==> src/card_cmd_pkg.sv <==
// Package of constants and types for the card file access command interpreter.
`default_nettype none
package card_cmd_pkg;
	// ==========================================================
	// Command, structure and result codes
	typedef enum logic [2:0] {
		OP_STATUS, OP_READ_BIN, OP_UPDATE_BIN, OP_READ_REC, OP_UPDATE_REC
	} op_t;
	typedef enum logic [1:0] {
		FS_NONE, FS_TRANSPARENT, FS_LINEAR, FS_CYCLIC
	} fstruct_t;
	typedef enum logic [2:0] {
		RES_OK, RES_BAD_PARAM, RES_WRONG_STRUCT, RES_DENIED, RES_NO_RECORD, RES_NOT_ALLOWED
	} result_t;
	typedef enum logic [1:0] {
		RM_NEXT, RM_PREV, RM_ABS, RM_BAD
	} rmode_t;
	// ==========================================================
	// Parameter byte field positions and codes
	localparam int         P1_MODE_BIT      = 7;
	localparam logic [2:0] P1_SFI_TAG       = 3'h4;
	localparam logic [4:0] SFI_CURRENT      = 5'h00;
	localparam logic [4:0] SFI_RFU          = 5'h1F;
	localparam logic [2:0] P2_MODE_NEXT     = 3'h2;
	localparam logic [2:0] P2_MODE_PREV     = 3'h3;
	localparam logic [2:0] P2_MODE_ABS      = 3'h4;
	localparam logic [7:0] P1_CURRENT_REC   = 8'h00;
	localparam logic [7:0] STATUS_P_VALUE   = 8'h00;
	localparam logic [7:0] FIRST_REC        = 8'h01;
	// ==========================================================
	// Reset values
	localparam logic [7:0] PTR_RESET        = 8'h00;
	localparam logic [7:0] HEAD_RESET       = 8'h00;
endpackage
`default_nettype wire

==> src/card_param_if.sv <==
// Interface carrying parameter bytes to the decoder and decoded fields back.
`timescale 1ns/100ps
`default_nettype none
interface card_param_if;
	import card_cmd_pkg::*;
	logic [7:0]  p1;
	logic [7:0]  p2;
	logic        bin_ok;
	logic        bin_sfi_used;
	logic [14:0] bin_offset;
	logic [4:0]  sfi;
	logic        rec_sfi_used;
	logic        rec_sfi_bad;
	rmode_t      rec_mode;
	modport dec (input p1, input p2, output bin_ok, output bin_sfi_used, output bin_offset,
		output sfi, output rec_sfi_used, output rec_sfi_bad, output rec_mode);
	modport use_side (output p1, output p2, input bin_ok, input bin_sfi_used, input bin_offset,
		input sfi, input rec_sfi_used, input rec_sfi_bad, input rec_mode);
endinterface
`default_nettype wire

==> src/card_file_cmd.sv <==
// Card-side interpreter of status, binary and record file commands.
// Functional notes
// - Status needs both parameter bytes zero; reply carries directory info like a select.
// - Binary read only on transparent file with read access met; returns body bytes.
// - Binary read or write on a non-transparent file is aborted.
// - First byte bit 8 clear: its low seven bits are offset high, second byte low.
// - First byte top bits 100: low five bits are the file id, second byte offset.
// - Binary read carries no data field; response length gives the count returned.
// - Binary write overwrites bytes from the offset, needs update access, returns nothing.
// - Binary write decodes offset and file id exactly like the binary read.
// - Record read returns one whole record with read access; failure keeps pointer.
// - Current and absolute modes access pointed or numbered record, pointer untouched.
// - Next mode increments pointer first; an unset pointer goes to the first record.
// - Linear file, pointer on last record: next read keeps pointer, returns nothing.
// - Cyclic file, pointer on last record: next read wraps to first and returns it.
// - Previous mode decrements pointer first; an unset pointer goes to the last record.
// - Pointer on first record: previous wraps to last if cyclic, else fails unchanged.
// - Record file reference bits zero mean current file, else a file id 1 to 30.
// - Low mode bits 010 next, 011 previous, 100 absolute; record number zero is current.
// - Record number byte is ignored for next and previous modes.
// - Record update needs update access; cyclic files take previous only; failure keeps pointer.
// - Cyclic previous update writes oldest record, points there, and makes it record one.
// - Linear next and previous updates move the pointer like reads; boundary writes nothing.
`timescale 1ns/100ps
`default_nettype none
module card_file_cmd (
	input  wire logic                   clk,
	input  wire logic                   rst_b,
	input  wire logic                   cmd_valid,
	input  wire card_cmd_pkg::op_t      cmd_op,
	input  wire logic [7:0]             cmd_p1,
	input  wire logic [7:0]             cmd_p2,
	input  wire logic [7:0]             cmd_le,
	input  wire logic                   file_selected,
	input  wire card_cmd_pkg::fstruct_t file_struct,
	input  wire logic [7:0]             file_rec_count,
	input  wire logic [7:0]             file_rec_len,
	input  wire logic                   read_access_ok,
	input  wire logic                   update_access_ok,
	output logic                        resp_valid,
	output card_cmd_pkg::result_t       resp_result,
	output logic [7:0]                  resp_len,
	output logic                        resp_dir_info,
	output logic                        mem_read,
	output logic                        mem_write,
	output logic [14:0]                 mem_offset,
	output logic [7:0]                  mem_record,
	output logic                        ref_sfi_used,
	output logic [4:0]                  ref_sfi,
	output logic [7:0]                  rec_pointer,
	output logic                        rec_pointer_set
);
	import card_cmd_pkg::*;

	// ==========================================================
	// State
	typedef struct packed {
		logic [7:0]  ptr;
		logic        ptr_set;
		logic [7:0]  head;
		logic        valid;
		result_t     result;
		logic [7:0]  len;
		logic        dir_info;
		logic        rd;
		logic        wr;
		logic [14:0] offset;
		logic [7:0]  record;
		logic        sfi_used;
		logic [4:0]  sfi;
	} state_t;

	state_t st;
	state_t next_st;

	card_param_if pif ();
	assign pif.p1 = cmd_p1;
	assign pif.p2 = cmd_p2;

	card_param_dec u_dec (
		.pif (pif.dec)
	);

	// ==========================================================
	// Record number to physical slot. In a cyclic file record one is the
	// newest, held at head; numbering advances towards older data.
	function automatic logic [7:0] to_slot(input logic [7:0] rec, input logic [7:0] head,
		input logic [7:0] count, input logic cyclic);
		logic [8:0] sum;
		sum = {1'b0, head} + {1'b0, rec} - 9'h001;
		if (!cyclic)
			return rec - FIRST_REC;
		if (sum >= {1'b0, count})
			sum = sum - {1'b0, count};
		return sum[7:0];
	endfunction

	logic       is_cyclic;
	logic       is_record;
	logic [7:0] cur_ptr;
	logic       cur_set;
	logic [7:0] target;
	logic       tgt_ok;
	logic       moves;
	logic [7:0] oldest;

	always_comb begin
		is_cyclic = (file_struct == FS_CYCLIC);
		is_record = (file_struct == FS_LINEAR) || is_cyclic;
		// A short file reference switches the current file, so its pointer starts unset.
		cur_set   = st.ptr_set && !pif.rec_sfi_used;
		cur_ptr   = st.ptr;
		oldest    = (st.head == HEAD_RESET) ? file_rec_count - FIRST_REC : st.head - FIRST_REC;
		target    = cur_ptr;
		tgt_ok    = 1'b1;
		moves     = 1'b0;
		unique case (pif.rec_mode)
			RM_NEXT: begin
				moves = 1'b1;
				if (!cur_set) begin
					target = FIRST_REC;
				end else if (cur_ptr >= file_rec_count) begin
					target = FIRST_REC;
					tgt_ok = is_cyclic;
				end else begin
					target = cur_ptr + FIRST_REC;
				end
			end
			RM_PREV: begin
				moves = 1'b1;
				if (!cur_set) begin
					target = file_rec_count;
				end else if (cur_ptr <= FIRST_REC) begin
					target = file_rec_count;
					tgt_ok = is_cyclic;
				end else begin
					target = cur_ptr - FIRST_REC;
				end
			end
			RM_ABS: begin
				if (cmd_p1 == P1_CURRENT_REC) begin
					tgt_ok = cur_set;
				end else begin
					target = cmd_p1;
					tgt_ok = (cmd_p1 <= file_rec_count);
				end
			end
			RM_BAD: begin
				tgt_ok = 1'b0;
			end
		endcase
	end

	// ==========================================================
	// Command execution, one command per cycle, answer one cycle later
	always_comb begin
		next_st          = st;
		next_st.valid    = 1'b0;
		next_st.rd       = 1'b0;
		next_st.wr       = 1'b0;
		next_st.dir_info = 1'b0;
		if (file_selected) begin
			next_st.ptr_set = 1'b0;
			next_st.ptr     = PTR_RESET;
		end
		if (cmd_valid) begin
			next_st.valid    = 1'b1;
			next_st.result   = RES_OK;
			next_st.len      = 8'h00;
			next_st.sfi_used = 1'b0;
			next_st.sfi      = pif.sfi;
			unique case (cmd_op)
				OP_STATUS: begin
					if (cmd_p1 != STATUS_P_VALUE || cmd_p2 != STATUS_P_VALUE) begin
						next_st.result = RES_BAD_PARAM;
					end else begin
						next_st.dir_info = 1'b1;
						next_st.len      = cmd_le;
					end
				end
				OP_READ_BIN, OP_UPDATE_BIN: begin
					next_st.sfi_used = pif.bin_sfi_used;
					next_st.offset   = pif.bin_offset;
					if (!pif.bin_ok) begin
						next_st.result = RES_BAD_PARAM;
					end else if (file_struct != FS_TRANSPARENT) begin
						next_st.result = RES_WRONG_STRUCT;
					end else if (cmd_op == OP_READ_BIN) begin
						if (!read_access_ok) begin
							next_st.result = RES_DENIED;
						end else begin
							next_st.rd  = 1'b1;
							next_st.len = cmd_le;
						end
					end else if (!update_access_ok) begin
						next_st.result = RES_DENIED;
					end else begin
						next_st.wr = 1'b1;
					end
				end
				OP_READ_REC, OP_UPDATE_REC: begin
					next_st.sfi_used = pif.rec_sfi_used;
					next_st.sfi      = pif.p2[7:3];
					if (pif.rec_sfi_bad || pif.rec_mode == RM_BAD) begin
						next_st.result = RES_BAD_PARAM;
					end else if (!is_record) begin
						next_st.result = RES_WRONG_STRUCT;
					end else if (cmd_op == OP_READ_REC) begin
						if (!read_access_ok) begin
							next_st.result = RES_DENIED;
						end else if (!tgt_ok) begin
							next_st.result = RES_NO_RECORD;
						end else begin
							next_st.rd     = 1'b1;
							next_st.len    = file_rec_len;
							next_st.record = to_slot(target, st.head, file_rec_count, is_cyclic);
							if (moves) begin
								next_st.ptr     = target;
								next_st.ptr_set = 1'b1;
							end
						end
					end else if (!update_access_ok) begin
						next_st.result = RES_DENIED;
					end else if (is_cyclic) begin
						if (pif.rec_mode != RM_PREV) begin
							next_st.result = RES_NOT_ALLOWED;
						end else begin
							next_st.wr      = 1'b1;
							next_st.record  = oldest;
							next_st.head    = oldest;
							next_st.ptr     = FIRST_REC;
							next_st.ptr_set = 1'b1;
						end
					end else if (!tgt_ok) begin
						next_st.result = RES_NO_RECORD;
					end else begin
						next_st.wr     = 1'b1;
						next_st.record = to_slot(target, st.head, file_rec_count, 1'b0);
						if (moves) begin
							next_st.ptr     = target;
							next_st.ptr_set = 1'b1;
						end
					end
				end
				default: begin
					next_st.result = RES_BAD_PARAM;
				end
			endcase
		end
	end

	always_ff @(posedge clk or negedge rst_b) begin
		if (!rst_b) begin
			st <= '{ptr: PTR_RESET, ptr_set: 1'b0, head: HEAD_RESET, valid: 1'b0,
				result: RES_OK, len: 8'h00, dir_info: 1'b0, rd: 1'b0, wr: 1'b0,
				offset: 15'h0000, record: 8'h00, sfi_used: 1'b0, sfi: 5'h00};
		end else begin
			st <= next_st;
		end
	end

	assign resp_valid      = st.valid;
	assign resp_result     = st.result;
	assign resp_len        = st.len;
	assign resp_dir_info   = st.dir_info;
	assign mem_read        = st.rd;
	assign mem_write       = st.wr;
	assign mem_offset      = st.offset;
	assign mem_record      = st.record;
	assign ref_sfi_used    = st.sfi_used;
	assign ref_sfi         = st.sfi;
	assign rec_pointer     = st.ptr;
	assign rec_pointer_set = st.ptr_set;
endmodule // card_file_cmd
`default_nettype wire

==> src/card_param_dec.sv <==
// Decoder of the parameter bytes of binary and record commands.
`timescale 1ns/100ps
`default_nettype none
module card_param_dec (
	card_param_if.dec pif
);
	import card_cmd_pkg::*;

	// ==========================================================
	// Binary offset and short file identifier, shared by read and write
	always_comb begin
		pif.bin_ok       = 1'b1;
		pif.bin_sfi_used = 1'b0;
		pif.bin_offset   = {pif.p1[6:0], pif.p2};
		if (pif.p1[P1_MODE_BIT]) begin
			pif.bin_sfi_used = 1'b1;
			pif.bin_offset   = {7'h00, pif.p2};
			pif.bin_ok       = (pif.p1[7:5] == P1_SFI_TAG);
		end
	end

	// ==========================================================
	// Record file reference and mode
	always_comb begin
		pif.sfi          = pif.bin_sfi_used ? pif.p1[4:0] : pif.p2[7:3];
		pif.rec_sfi_used = (pif.p2[7:3] != SFI_CURRENT);
		pif.rec_sfi_bad  = (pif.p2[7:3] == SFI_RFU);
		unique case (pif.p2[2:0])
			P2_MODE_NEXT: pif.rec_mode = RM_NEXT;
			P2_MODE_PREV: pif.rec_mode = RM_PREV;
			P2_MODE_ABS:  pif.rec_mode = RM_ABS;
			default:      pif.rec_mode = RM_BAD;
		endcase
	end
endmodule // card_param_dec
`default_nettype wire

==> config.mk <==
export PLATFORM = sky130hd
export DESIGN_NAME = card_file_cmd
export DESIGN_NICKNAME = d
export VERILOG_FILES = /design/src/card_cmd_pkg.sv /design/src/card_param_if.sv /design/src/card_file_cmd.sv /design/src/card_param_dec.sv
export SDC_FILE = /design/constraint.sdc
export NUM_CORES = 1
export LEC_CHECK = 0
export BUFFER_PORTS_ARGS = -buffer_cell sky130_fd_sc_hd__buf_2
export CAP_MARGIN = 20
export CORE_ASPECT_RATIO = 0.6
export CORE_MARGIN = 2
export CORE_UTILIZATION = 51
export DETAILED_ROUTE_END_ITERATION = 12
export GPL_TIMING_DRIVEN = 1
export PLACE_DENSITY_LB_ADDON = 0.3
export SETUP_SLACK_MARGIN = 0.05
export SYNTH_ARGS = -nofsm -noshare
export SYNTH_HDL_FRONTEND = slang
export SYNTH_HIERARCHICAL = 1
export SYNTH_SLANG_ARGS = --single-unit
==> constraint.sdc <==
create_clock -name clk -period 5.5 [get_ports clk]
set_input_delay 1.1 -clock clk [delete_from_list [all_inputs] [get_ports clk]]
set_output_delay 1.1 -clock clk [all_outputs]
set_load 0.01 [all_outputs]
==> run_summary.xml, run 1 <==
<?xml version="1.0" encoding="UTF-8"?>
<metrics>
  <group name="critical_path">
    <metric name="critical_path_class" unit="">in -&gt; reg</metric>
    <metric name="critPathLaunchType" unit="">primary input</metric>
    <metric name="worstPathBufferInverterCount" unit="">7</metric>
    <metric name="worstPathMaxFanout" unit="">10</metric>
    <metric name="crit_required" unit="ps">5670</metric>
    <metric name="cp_common_cell" unit="">sky130_fd_sc_hd__buf_6</metric>
    <metric name="timing.critical_path.to_type" unit="">flop</metric>
    <metric name="worst-endpoint-arrival" unit="ps">5550</metric>
    <metric name="slowest_delay" unit="ps">350</metric>
    <metric name="worst_path_dominant_cell_family" unit="">compound AO/OA/AOI/OAI gates</metric>
    <metric name="critical_path.slowest_cell" unit="">sky130_fd_sc_hd__fa_2</metric>
  </group>
  <group name="timing">
    <metric name="worst-slew-pin-transition" unit="ps">962</metric>
    <metric name="fmaxAchievable" unit="MHz">186</metric>
    <metric name="final-setup-viol-count" unit="">0</metric>
    <metric name="setup-tns-final" unit="ps">0</metric>
    <metric name="maxSlewViolCount" unit="">0</metric>
    <metric name="grt_setup_unrepaired" unit="">yes</metric>
    <metric name="finalWorstSetupSlack" unit="ps">122</metric>
    <metric name="slew_headroom" unit="">0.354</metric>
    <metric name="finalCritPeriodShare" unit="">0.978</metric>
    <metric name="hold_violations" unit="">0</metric>
    <metric name="period_needed" unit="ps">5380</metric>
    <metric name="post_route_clock_skew" unit="ps">8.47</metric>
  </group>
  <group name="drt">
    <metric name="antenna_violating_nets_post_route" unit="">0</metric>
    <metric name="drt_drc_violations_left" unit="">0</metric>
    <metric name="drt-wirelength-per-cell" unit="um">20.1</metric>
    <metric name="drt_pass1_iterations" unit="">5</metric>
    <metric name="routed_wl" unit="um">21500</metric>
    <metric name="via_count" unit="">6440</metric>
    <metric name="via_per_inst" unit="">6.01</metric>
    <metric name="drtIter0Drc" unit="">640</metric>
  </group>
  <group name="floorplan">
    <metric name="design.portCount" unit="">104</metric>
    <metric name="die_x" unit="um">145</metric>
    <metric name="floorplan.die_area" unit="um^2">12900</metric>
    <metric name="fp.coreArea" unit="um^2">11500</metric>
    <metric name="std_cell_rows" unit="">30</metric>
    <metric name="dieHeight" unit="um">88.7</metric>
    <metric name="start_util" unit="">0.530</metric>
  </group>
  <group name="global_routing">
    <metric name="grtUsageMet3" unit="">0.102</metric>
    <metric name="vias_in_the_first_global_route" unit="">5871</metric>
    <metric name="pin_count_of_the_biggest_net_entering_global_routing" unit="">62</metric>
    <metric name="antenna_found_initial" unit="">0</metric>
    <metric name="grtUsageTotal" unit="">0.330</metric>
    <metric name="globalRouteOverflowTotal" unit="">0</metric>
    <metric name="m1_gr_usage" unit="">0.496</metric>
    <metric name="met2_usage" unit="">0.463</metric>
    <metric name="grt_pass1_wl" unit="um">32600</metric>
    <metric name="top_usage_layer" unit="">met1</metric>
  </group>
  <group name="place">
    <metric name="gp_routability_congestion" unit="">1.01</metric>
    <metric name="io_buffers" unit="">103</metric>
    <metric name="placed_area" unit="um^2">7240</metric>
    <metric name="dp.final_hpwl" unit="um">16700</metric>
    <metric name="dp_slack" unit="ps">-357</metric>
  </group>
  <group name="logic_synthesis">
    <metric name="ys.warnings.count" unit="">6</metric>
    <metric name="ys_async_sr_fraction" unit="">1.00</metric>
    <metric name="synth_enable_flop_cells" unit="">0</metric>
    <metric name="syn-cell-area" unit="um^2">6090</metric>
    <metric name="post_synthesis_net_count" unit="">858</metric>
    <metric name="synth.lib_cells_used.distinct" unit="">74</metric>
    <metric name="synth_seq_cells" unit="">61</metric>
    <metric name="netlist.area_leader.share" unit="">0.251</metric>
    <metric name="postSynthCellCount" unit="">761</metric>
    <metric name="post_synth_main_area_contributors" unit="">sky130_fd_sc_hd__dfrtp_1 25%, sky130_fd_sc_hd__ha_1 9.0%, sky130_fd_sc_hd__buf_4 6.9%</metric>
    <metric name="synth.largest_area_cell" unit="">sky130_fd_sc_hd__dfrtp_1</metric>
    <metric name="ys.flop_type" unit="">sky130_fd_sc_hd__dfrtp_1</metric>
    <metric name="synthesis.area_per_instance" unit="um^2">8.01</metric>
    <metric name="seq_area_frac_synth" unit="">0.251</metric>
  </group>
  <group name="final_layout">
    <metric name="final_cell_area" unit="um^2">7800</metric>
    <metric name="areaGrowthSynthToFinish" unit="%">28.1</metric>
    <metric name="layout_commonest_cell" unit="">sky130_fd_sc_hd__buf_4</metric>
    <metric name="layout-drive-gt1-share" unit="">0.364</metric>
    <metric name="num-fill-cells" unit="">980</metric>
    <metric name="nNetsFinal" unit="">1003</metric>
    <metric name="most-common-layout-cells" unit="">115 x sky130_fd_sc_hd__buf_4, 101 x sky130_fd_sc_hd__buf_2, 66 x sky130_fd_sc_hd__nand2_1</metric>
    <metric name="antenna-diode-count" unit="">0</metric>
  </group>
  <group name="min_path">
    <metric name="hp-class" unit="">reg -&gt; reg</metric>
  </group>
  <group name="cts">
    <metric name="cts-buffers-inserted" unit="">9</metric>
    <metric name="cts_tree" unit="">done</metric>
    <metric name="clock_tree.buffer_depth" unit="">2</metric>
    <metric name="cts_hold_buf" unit="">0</metric>
    <metric name="clock_h_tree_levels" unit="">3</metric>
    <metric name="tritoncts_num_sinks" unit="">61</metric>
    <metric name="root_buffer" unit="">sky130_fd_sc_hd__clkbuf_16</metric>
    <metric name="path_clk_slew" unit="ps">60</metric>
    <metric name="clock_latency" unit="ps">340</metric>
  </group>
  <group name="power_and_ir_drop">
    <metric name="p_per_area" unit="nW/um^2">240</metric>
    <metric name="power_leakage" unit="nW">3.66</metric>
    <metric name="vdd.ir_drop.worst" unit="V">0.000145</metric>
  </group>
  <group name="job">
    <metric name="cap_violations" unit="">0</metric>
  </group>
  <group name="status">
    <metric name="outcome" unit="">complete, no violations</metric>
  </group>
</metrics>
sequential cells by signal, indices dropped and copies added, names as in the netlist:
register         flops
ref_sfi              5
ref_sfi_used         1
resp_result          3
resp_len             8
mem_read             1
mem_record           8
resp_valid           1
mem_write            1
mem_offset          15
rec_pointer          8
rec_pointer_set      1
st                   8
resp_dir_info        1
stage by stage:
| step | utilization | total power (W) | hold slack (ps) | cells |
|---|---|---|---|---|
| 2_1_floorplan | - | 0.000987 | 465 | 761 |
| 3_3_place_gp | 0.631 | 0.00119 | 485 | 1042 |
| 3_5_place_dp | 0.631 | 0.00121 | 490 | 1042 |
| 4_1_cts | 0.659 | 0.00180 | 502 | 1058 |
| 5_1_grt | 0.680 | 0.00196 | 504 | 1071 |
| 6_report | 0.680 | 0.00187 | 500 | 1071 |
cells by family after synthesis:
group / synth area share
DFF: 0.251
adders and majority gates: 0.0969
xor gates and xnor gates: 0.0374
muxes: 0.0643
AOI/OAI and AO/OA: 0.223
and+or+nand+nor: 0.202
buffers and inverters: 0.126
layer usage:
layer	routed length [um]	part of all wire
met1	10000	0.46
met4	186	0.0086
met5	0	0
met3	2820	0.13
met2	8510	0.40
synth_stat cells (all sizes together) (3+ instances only):
| cell | number |
|---|---|
| nand2 | 67 |
| buf | 65 |
| nor2 | 62 |
| dfrtp | 61 |
| a21oi | 60 |
| inv | 56 |
| ha | 44 |
| o21ai | 38 |
| mux2 | 24 |
| clkbuf | 23 |
| nor3 | 18 |
| a31oi | 17 |
| nand3 | 16 |
| o22ai | 16 |
| xnor2 | 15 |
| a21o | 12 |
| nor2b | 12 |
| a211oi | 11 |
| mux2i | 11 |
| xor2 | 11 |
| nand2b | 10 |
| nor4 | 10 |
| a22oi | 9 |
| nand4 | 9 |
| and3 | 8 |
| and2b | 7 |
| a21boi | 6 |
| or3 | 5 |
| and2 | 4 |
| o211ai | 4 |
| o21a | 4 |
| o31ai | 4 |
| a41oi | 3 |
| nand3b | 3 |
final timing paths:
check	slack, ps	from	cells after the start	to
worst max-delay path	120	cmd_p2[2]	25	mem_record[5]
worst min-delay path	500	mem_offset[2]	1	mem_offset[2]
worst max register to register	320	rec_pointer[2]	27	mem_record[5]
worst min register to register	500	mem_offset[2]	1	mem_offset[2]
max in group asynchronous	3990	rst_b	2	mem_read
min in group asynchronous	920	rst_b	2	st[48]
area by class of cell:
class	count	area, um^2	share of cell area
inverter	56	226	0.0290
tap	160	200	0.0256
clock inverter	4	47.5	0.00609
timing repair buffer	222	1450	0.186
clock buffer	12	246	0.0316
sequential	61	1530	0.196
multi-input combinational	556	4110	0.526
where the power goes:
| group | internal (W) | switching, W |
|---|---|---|
| clock network | 0.000362 | 0.000221 |
| logic | 0.000378 | 0.000392 |
| registers | 0.000494 | 0.0000271 |
repair_timing:
| action | 4_1_cts | 5_1_grt |
|---|---|---|
| endpoints found under the setup margin | 6 | 8 |
| buffers inserted | 0 | 13 |
| pin swaps | 3 | 32 |
| gates resized for setup | 5 | 28 |
| gates cloned | 0 | 0 |
Power figures use the tool's default switching activity.
==> inputs of run 2 (changes only) <==
ABC_AREA = 1   (was not set)
==> run_summary.xml, run 2 <==
<?xml version="1.0" encoding="UTF-8"?>
<metrics>
  <group name="power_and_ir_drop">
    <metric name="switching_power" unit="W">0.000739</metric>
    <metric name="p_seq_frac" unit="">0.279</metric>
    <metric name="p_per_area" unit="nW/um^2">254</metric>
    <metric name="power_frac_comb" unit="">0.409</metric>
    <metric name="report.power.total" unit="W">0.00190</metric>
    <metric name="power_frac_clock" unit="">0.312</metric>
    <metric name="vdd.ir_drop.worst" unit="V">0.000133</metric>
    <metric name="power_leakage" unit="nW">4.09</metric>
    <metric name="internal_power" unit="W">0.00116</metric>
    <metric name="switching_share" unit="">0.389</metric>
  </group>
  <group name="logic_synthesis">
    <metric name="ys_async_sr_fraction" unit="">1.00</metric>
    <metric name="synth_enable_flop_cells" unit="">0</metric>
    <metric name="synth_seq_cells" unit="">61</metric>
    <metric name="post_synth_main_area_contributors" unit="">sky130_fd_sc_hd__dfrtp_1 23%, sky130_fd_sc_hd__nand2_1 13%, sky130_fd_sc_hd__ha_1 8.4%</metric>
    <metric name="syn-cell-area" unit="um^2">6570</metric>
    <metric name="seq_area_frac_synth" unit="">0.233</metric>
    <metric name="post-synth-top-count-cell" unit="">sky130_fd_sc_hd__nand2_1</metric>
    <metric name="netlist.area_leader.share" unit="">0.233</metric>
    <metric name="netlist_top_cells_count" unit="">228 x sky130_fd_sc_hd__nand2_1, 138 x sky130_fd_sc_hd__inv_1, 102 x sky130_fd_sc_hd__nor2_1</metric>
    <metric name="ys.warnings.count" unit="">6</metric>
    <metric name="synthesis.area_per_instance" unit="um^2">6.70</metric>
    <metric name="post_synthesis_net_count" unit="">1077</metric>
    <metric name="synth.largest_area_cell" unit="">sky130_fd_sc_hd__dfrtp_1</metric>
    <metric name="ys.flop_type" unit="">sky130_fd_sc_hd__dfrtp_1</metric>
    <metric name="synth.lib_cells_used.distinct" unit="">53</metric>
    <metric name="postSynthCellCount" unit="">980</metric>
  </group>
  <group name="critical_path">
    <metric name="crit_required" unit="ps">5740</metric>
    <metric name="critical_path_class" unit="">in -&gt; reg</metric>
    <metric name="worst-endpoint-arrival" unit="ps">5260</metric>
    <metric name="worstPathMaxFanout" unit="">7</metric>
    <metric name="critPathLaunchType" unit="">primary input</metric>
    <metric name="slowest_delay" unit="ps">460</metric>
    <metric name="critical_path.slowest_cell" unit="">sky130_fd_sc_hd__fa_1</metric>
    <metric name="timing.critical_path.to_type" unit="">flop</metric>
    <metric name="cp_common_cell" unit="">sky130_fd_sc_hd__nand2_1</metric>
    <metric name="setup.reg_to_reg.worst_slack" unit="ps">540</metric>
  </group>
  <group name="drt">
    <metric name="drt_pass1_iterations" unit="">6</metric>
    <metric name="drt_drc_violations_left" unit="">0</metric>
    <metric name="via_per_inst" unit="">5.55</metric>
    <metric name="antenna_violating_nets_post_route" unit="">0</metric>
    <metric name="drt-wirelength-per-cell" unit="um">17.2</metric>
    <metric name="drtIter0Drc" unit="">752</metric>
    <metric name="via_count" unit="">6953</metric>
    <metric name="routed_wl" unit="um">21500</metric>
  </group>
  <group name="cts">
    <metric name="cts_tree" unit="">done</metric>
    <metric name="clock_latency" unit="ps">340</metric>
    <metric name="clock_h_tree_levels" unit="">3</metric>
    <metric name="tritoncts_num_sinks" unit="">61</metric>
    <metric name="clock_tree.buffer_depth" unit="">2</metric>
    <metric name="cts-buffers-inserted" unit="">9</metric>
    <metric name="root_buffer" unit="">sky130_fd_sc_hd__clkbuf_16</metric>
    <metric name="cts_hold_buf" unit="">0</metric>
    <metric name="path_clk_slew" unit="ps">60</metric>
  </group>
  <group name="status">
    <metric name="outcome" unit="">complete, no violations</metric>
  </group>
  <group name="place">
    <metric name="gp_routability_congestion" unit="">1.01</metric>
    <metric name="dp.final_hpwl" unit="um">17100</metric>
    <metric name="io_buffers" unit="">103</metric>
  </group>
  <group name="floorplan">
    <metric name="floorplan.die_area" unit="um^2">13800</metric>
    <metric name="fp.coreArea" unit="um^2">12700</metric>
    <metric name="start_util" unit="">0.517</metric>
    <metric name="std_cell_rows" unit="">32</metric>
    <metric name="design.portCount" unit="">104</metric>
    <metric name="dieHeight" unit="um">91.9</metric>
    <metric name="die_x" unit="um">150</metric>
  </group>
  <group name="job">
    <metric name="cap_violations" unit="">0</metric>
  </group>
  <group name="timing">
    <metric name="period_needed" unit="ps">5010</metric>
    <metric name="maxSlewViolCount" unit="">0</metric>
    <metric name="slew_headroom" unit="">0.473</metric>
    <metric name="finalCritPeriodShare" unit="">0.912</metric>
    <metric name="hold_violations" unit="">0</metric>
    <metric name="worst-slew-pin-transition" unit="ps">783</metric>
    <metric name="setup-tns-final" unit="ps">0</metric>
    <metric name="grt_setup_unrepaired" unit="">no</metric>
    <metric name="fmaxAchievable" unit="MHz">199</metric>
    <metric name="final-setup-viol-count" unit="">0</metric>
    <metric name="post_route_clock_skew" unit="ps">8.68</metric>
  </group>
  <group name="global_routing">
    <metric name="vias_in_the_first_global_route" unit="">6111</metric>
    <metric name="pin_count_of_the_biggest_net_entering_global_routing" unit="">62</metric>
    <metric name="globalRouteOverflowTotal" unit="">0</metric>
    <metric name="grtUsageTotal" unit="">0.316</metric>
    <metric name="grt_pass1_wl" unit="um">33500</metric>
    <metric name="antenna_found_initial" unit="">0</metric>
  </group>
  <group name="final_layout">
    <metric name="num-fill-cells" unit="">1230</metric>
    <metric name="antenna-diode-count" unit="">0</metric>
    <metric name="layout-drive-gt1-share" unit="">0.239</metric>
    <metric name="most-common-layout-cells" unit="">227 x sky130_fd_sc_hd__nand2_1, 137 x sky130_fd_sc_hd__inv_1, 103 x sky130_fd_sc_hd__buf_2</metric>
    <metric name="nNetsFinal" unit="">1174</metric>
    <metric name="largest_register_ff_count" unit="">15</metric>
    <metric name="layout_commonest_cell" unit="">sky130_fd_sc_hd__nand2_1</metric>
    <metric name="areaGrowthSynthToFinish" unit="%">14.2</metric>
  </group>
  <group name="min_path">
    <metric name="hp-class" unit="">reg -&gt; reg</metric>
  </group>
</metrics>
## run 2: cells by family (layout without fill, tap and decap cells)
family / Yosys count / count (layout) / synth area share
AND/OR/NAND/NOR: 486 / 487 / 0.340
flip-flops: 61 / 61 / 0.233
buffers and inverters: 222 / 323 / 0.168
multiplexers: 15 / 15 / 0.0257
AO/OA/AOI/OAI: 134 / 134 / 0.123
XOR/XNOR: 16 / 16 / 0.0213
adder cells (fa/ha/maj): 46 / 46 / 0.0900
## run 2: area by class of cell
| cell class | count | area (um^2) | area share |
|---|---|---|---|
| timing repair buffer | 157 | 921 | 0.123 |
| tap | 170 | 213 | 0.0284 |
| inverter | 150 | 571 | 0.0761 |
| sequential | 61 | 1530 | 0.204 |
| multi-input combinational | 698 | 3970 | 0.529 |
| clock buffer | 9 | 225 | 0.0301 |
| clock inverter | 7 | 72.6 | 0.00968 |
## run 2: worst max-delay path, delay by kind of cell
| family | cells | cell delay (ps) |
|---|---|---|
| fa+ha+maj | 3 | 1070 |
| compound gates | 2 | 300 |
| simple gates | 19 | 2140 |
| buf+inv | 8 | 640 |
## run 2: final timing paths
kind,startpoint,end,cells after the start
max in group asynchronous,rst_b,mem_offset[3],2
setup / recovery,cmd_p2[2],mem_record[6],32
hold / removal,resp_len[5],resp_len[5],2
min in group asynchronous,rst_b,mem_record[3],2
hold reg to reg,resp_len[5],resp_len[5],2
setup reg to reg,rec_pointer[1],mem_record[6],33
## run 2: routing by layer
| layer | vias to the layer above | wire length (um) | GRT usage |
|---|---|---|---|
| met3 | 25 | 3160 | 0.115 |
| met2 | 431 | 7550 | 0.385 |
| met4 | 0 | 243 | 0.0527 |
| met5 | - | 0 | 0 |
| li1 | 3332 | - | - |
| met1 | 3165 | 10600 | 0.514 |
## run 2: power by group through the flow
stage                     clock network [W]  registers (W)  logic, W
after floorplan                           0       0.000531  0.000529
after global placement                    0       0.000536  0.000738
after detailed placement                  0       0.000538  0.000741
after CTS                          0.000596       0.000530  0.000745
after global routing               0.000620       0.000537  0.000858
final                              0.000594       0.000530  0.000777
## run 2: what timing repair did
item,in CTS,in global routing
buffers inserted,0,2
endpoints found under the hold margin,0,0
gates resized for setup,0,9
endpoints found under the setup margin,0,8
## run 2: stage by stage
stage          worst slack, ps  instance area (um^2)  cells  hold WS (ps)  utilization
6_report                   486                  7490   1252           473        0.590
5_1_grt                   60.9                  7490   1252           491        0.590
4_1_cts                    347                  7440   1249           477        0.587
3_5_place_dp              3.10                  7150   1233           460        0.563
3_3_place_gp              42.4                  7150   1233           457        0.563
2_1_floorplan              441                  6570    980           450            -
==> inputs of run 3 (changes only) <==
REMOVE_ABC_BUFFERS = 1   (was not set)
==> run_summary.xml, run 3 (synthesis gave the netlist of run 2 again) <==
<?xml version="1.0" encoding="UTF-8"?>
<metrics>
  <group name="power_and_ir_drop">
    <metric name="power_frac_comb" unit="">0.405</metric>
    <metric name="switching_power" unit="W">0.000743</metric>
    <metric name="switching_share" unit="">0.375</metric>
    <metric name="p_per_area" unit="nW/um^2">260</metric>
    <metric name="power_frac_clock" unit="">0.327</metric>
    <metric name="power_leakage" unit="nW">4.16</metric>
    <metric name="vdd.ir_drop.worst" unit="V">0.000152</metric>
    <metric name="p_seq_frac" unit="">0.268</metric>
    <metric name="internal_power" unit="W">0.00124</metric>
  </group>
  <group name="timing">
    <metric name="post_route_clock_skew" unit="ps">11.2</metric>
    <metric name="fmaxAchievable" unit="MHz">196</metric>
    <metric name="period_needed" unit="ps">5100</metric>
    <metric name="setup-tns-final" unit="ps">0</metric>
    <metric name="final-setup-viol-count" unit="">0</metric>
    <metric name="worst-slew-pin-transition" unit="ps">854</metric>
    <metric name="slew_headroom" unit="">0.425</metric>
    <metric name="maxSlewViolCount" unit="">0</metric>
    <metric name="grt_setup_unrepaired" unit="">no</metric>
    <metric name="worst_hold_slack" unit="ps">475</metric>
    <metric name="hold_violations" unit="">0</metric>
    <metric name="finalCritPeriodShare" unit="">0.928</metric>
  </group>
  <group name="global_routing">
    <metric name="vias_in_the_first_global_route" unit="">6020</metric>
    <metric name="grtUsageMet3" unit="">0.106</metric>
    <metric name="pin_count_of_the_biggest_net_entering_global_routing" unit="">62</metric>
    <metric name="grtUsageTotal" unit="">0.315</metric>
    <metric name="grt_pass1_wl" unit="um">33300</metric>
    <metric name="top_usage_layer" unit="">met1</metric>
    <metric name="m1_gr_usage" unit="">0.526</metric>
    <metric name="antenna_found_initial" unit="">0</metric>
    <metric name="met2_usage" unit="">0.374</metric>
    <metric name="globalRouteOverflowTotal" unit="">0</metric>
  </group>
  <group name="floorplan">
    <metric name="design.portCount" unit="">104</metric>
    <metric name="start_util" unit="">0.517</metric>
    <metric name="fp.coreArea" unit="um^2">12700</metric>
    <metric name="std_cell_rows" unit="">32</metric>
    <metric name="dieHeight" unit="um">91.9</metric>
    <metric name="floorplan.die_area" unit="um^2">13800</metric>
    <metric name="die_x" unit="um">150</metric>
  </group>
  <group name="place">
    <metric name="gp_routability_congestion" unit="">1.01</metric>
    <metric name="dp.cells" unit="">1247</metric>
    <metric name="dp.final_hpwl" unit="um">17200</metric>
    <metric name="io_buffers" unit="">103</metric>
  </group>
  <group name="cts">
    <metric name="clock_tree.buffer_depth" unit="">2</metric>
    <metric name="path_clk_slew" unit="ps">60</metric>
    <metric name="clock_latency" unit="ps">340</metric>
    <metric name="tritoncts_num_sinks" unit="">61</metric>
    <metric name="clock_h_tree_levels" unit="">3</metric>
    <metric name="cts-buffers-inserted" unit="">9</metric>
    <metric name="cts_tree" unit="">done</metric>
    <metric name="root_buffer" unit="">sky130_fd_sc_hd__clkbuf_16</metric>
    <metric name="postCtsSetupRepairBufs" unit="">0</metric>
    <metric name="cts_hold_buf" unit="">0</metric>
  </group>
  <group name="critical_path">
    <metric name="crit_required" unit="ps">5720</metric>
    <metric name="worst-endpoint-arrival" unit="ps">5320</metric>
    <metric name="worstPathBufferInverterCount" unit="">9</metric>
    <metric name="slowest_delay" unit="ps">340</metric>
    <metric name="worstPathMaxFanout" unit="">8</metric>
    <metric name="critPathLaunchType" unit="">primary input</metric>
    <metric name="critical_path.slowest_cell" unit="">sky130_fd_sc_hd__ha_1</metric>
    <metric name="timing.critical_path.to_type" unit="">flop</metric>
    <metric name="worst_path_dominant_cell_family" unit="">simple AND/OR/NAND/NOR gates</metric>
    <metric name="critical_path_class" unit="">in -&gt; reg</metric>
  </group>
  <group name="final_layout">
    <metric name="nNetsFinal" unit="">1186</metric>
    <metric name="most-common-layout-cells" unit="">227 x sky130_fd_sc_hd__nand2_1, 138 x sky130_fd_sc_hd__inv_1, 103 x sky130_fd_sc_hd__buf_2</metric>
    <metric name="num-fill-cells" unit="">1191</metric>
    <metric name="antenna-diode-count" unit="">0</metric>
    <metric name="layout-drive-gt1-share" unit="">0.246</metric>
    <metric name="final_cells" unit="">1264</metric>
    <metric name="layout_commonest_cell" unit="">sky130_fd_sc_hd__nand2_1</metric>
    <metric name="areaGrowthSynthToFinish" unit="%">15.9</metric>
    <metric name="largest_register_ff_count" unit="">15</metric>
  </group>
  <group name="drt">
    <metric name="drt-wirelength-per-cell" unit="um">16.9</metric>
    <metric name="drt_drc_violations_left" unit="">0</metric>
    <metric name="via_per_inst" unit="">5.45</metric>
    <metric name="drtIter0Drc" unit="">792</metric>
    <metric name="antenna_violating_nets_post_route" unit="">0</metric>
    <metric name="via_count" unit="">6886</metric>
    <metric name="routed_wl" unit="um">21400</metric>
    <metric name="drt_pass1_iterations" unit="">5</metric>
  </group>
  <group name="min_path">
    <metric name="hp-class" unit="">reg -&gt; reg</metric>
  </group>
  <group name="status">
    <metric name="outcome" unit="">complete, no violations</metric>
  </group>
  <group name="job">
    <metric name="cap_violations" unit="">0</metric>
  </group>
</metrics>
## run 3: power by group through the flow
stage               registers (W)  clock network (W)  logic, W
floorplan                0.000561                  0  0.000417
finish                   0.000532           0.000648  0.000803
detailed placement       0.000539                  0  0.000764
global placement         0.000538                  0  0.000774
global route             0.000537           0.000678  0.000876
CTS                      0.000531           0.000653  0.000771
## run 3: metal layers
metal  wire [um]  up-vias
met5           0        -
met4         255        0
met3        3050       24
met2        7390      408
met1       10700     3098
li1            -     3356
## run 3: path summary, 6_finish.rpt
| kind | startpoint | end | slack, ps | cells past startpoint |
|---|---|---|---|---|
| min | resp_len[5] | resp_len[5] | 470 | 2 |
| min reg2reg | resp_len[5] | resp_len[5] | 470 | 2 |
| min in group asynchronous | rst_b | mem_offset[14] | 920 | 2 |
| max reg2reg | rec_pointer[0] | mem_record[7] | 500 | 32 |
| max in group asynchronous | rst_b | st[48] | 4010 | 2 |
| max | cmd_p1[4] | mem_record[7] | 400 | 31 |
## run 3: area by class of cell
| cell class | instances | area [um^2] | area share |
|---|---|---|---|
| timing repair buffer | 169 | 1010 | 0.133 |
| sequential | 61 | 1530 | 0.201 |
| clock inverter | 6 | 93.8 | 0.0123 |
| multi-input combinational | 698 | 3960 | 0.520 |
| clock buffer | 10 | 239 | 0.0314 |
| tap | 170 | 213 | 0.0280 |
| inverter | 150 | 567 | 0.0745 |
## run 3: metrics by stage
step / instance area (um^2) / power, W / utilization / setup slack (ps)
final: 7610 / 0.00198 / 0.599 / 398
after global placement: 7250 / 0.00131 / 0.571 / 29.8
after global routing: 7610 / 0.00209 / 0.599 / 41.2
after CTS: 7580 / 0.00195 / 0.598 / 330
after floorplan: 6030 / 0.000978 / - / 408
after detailed placement: 7250 / 0.00130 / 0.571 / 28.1
## run 3: what timing repair did
action | in CTS | in global routing
hold endpoints to repair | 0 | 0
endpoints found under the setup margin | 0 | 8
gates resized for setup | 0 | 6
## run 3: worst register-to-register path: cells and delay by family (launching register included)
kind | cells | cell delay [ps]
AOI/OAI and AO/OA | 4 | 410
buffers and inverters | 8 | 1070
adders and majority gates | 4 | 1260
DFF | 1 | 370
and+or+nand+nor | 15 | 1620
xor gates and xnor gates | 1 | 160
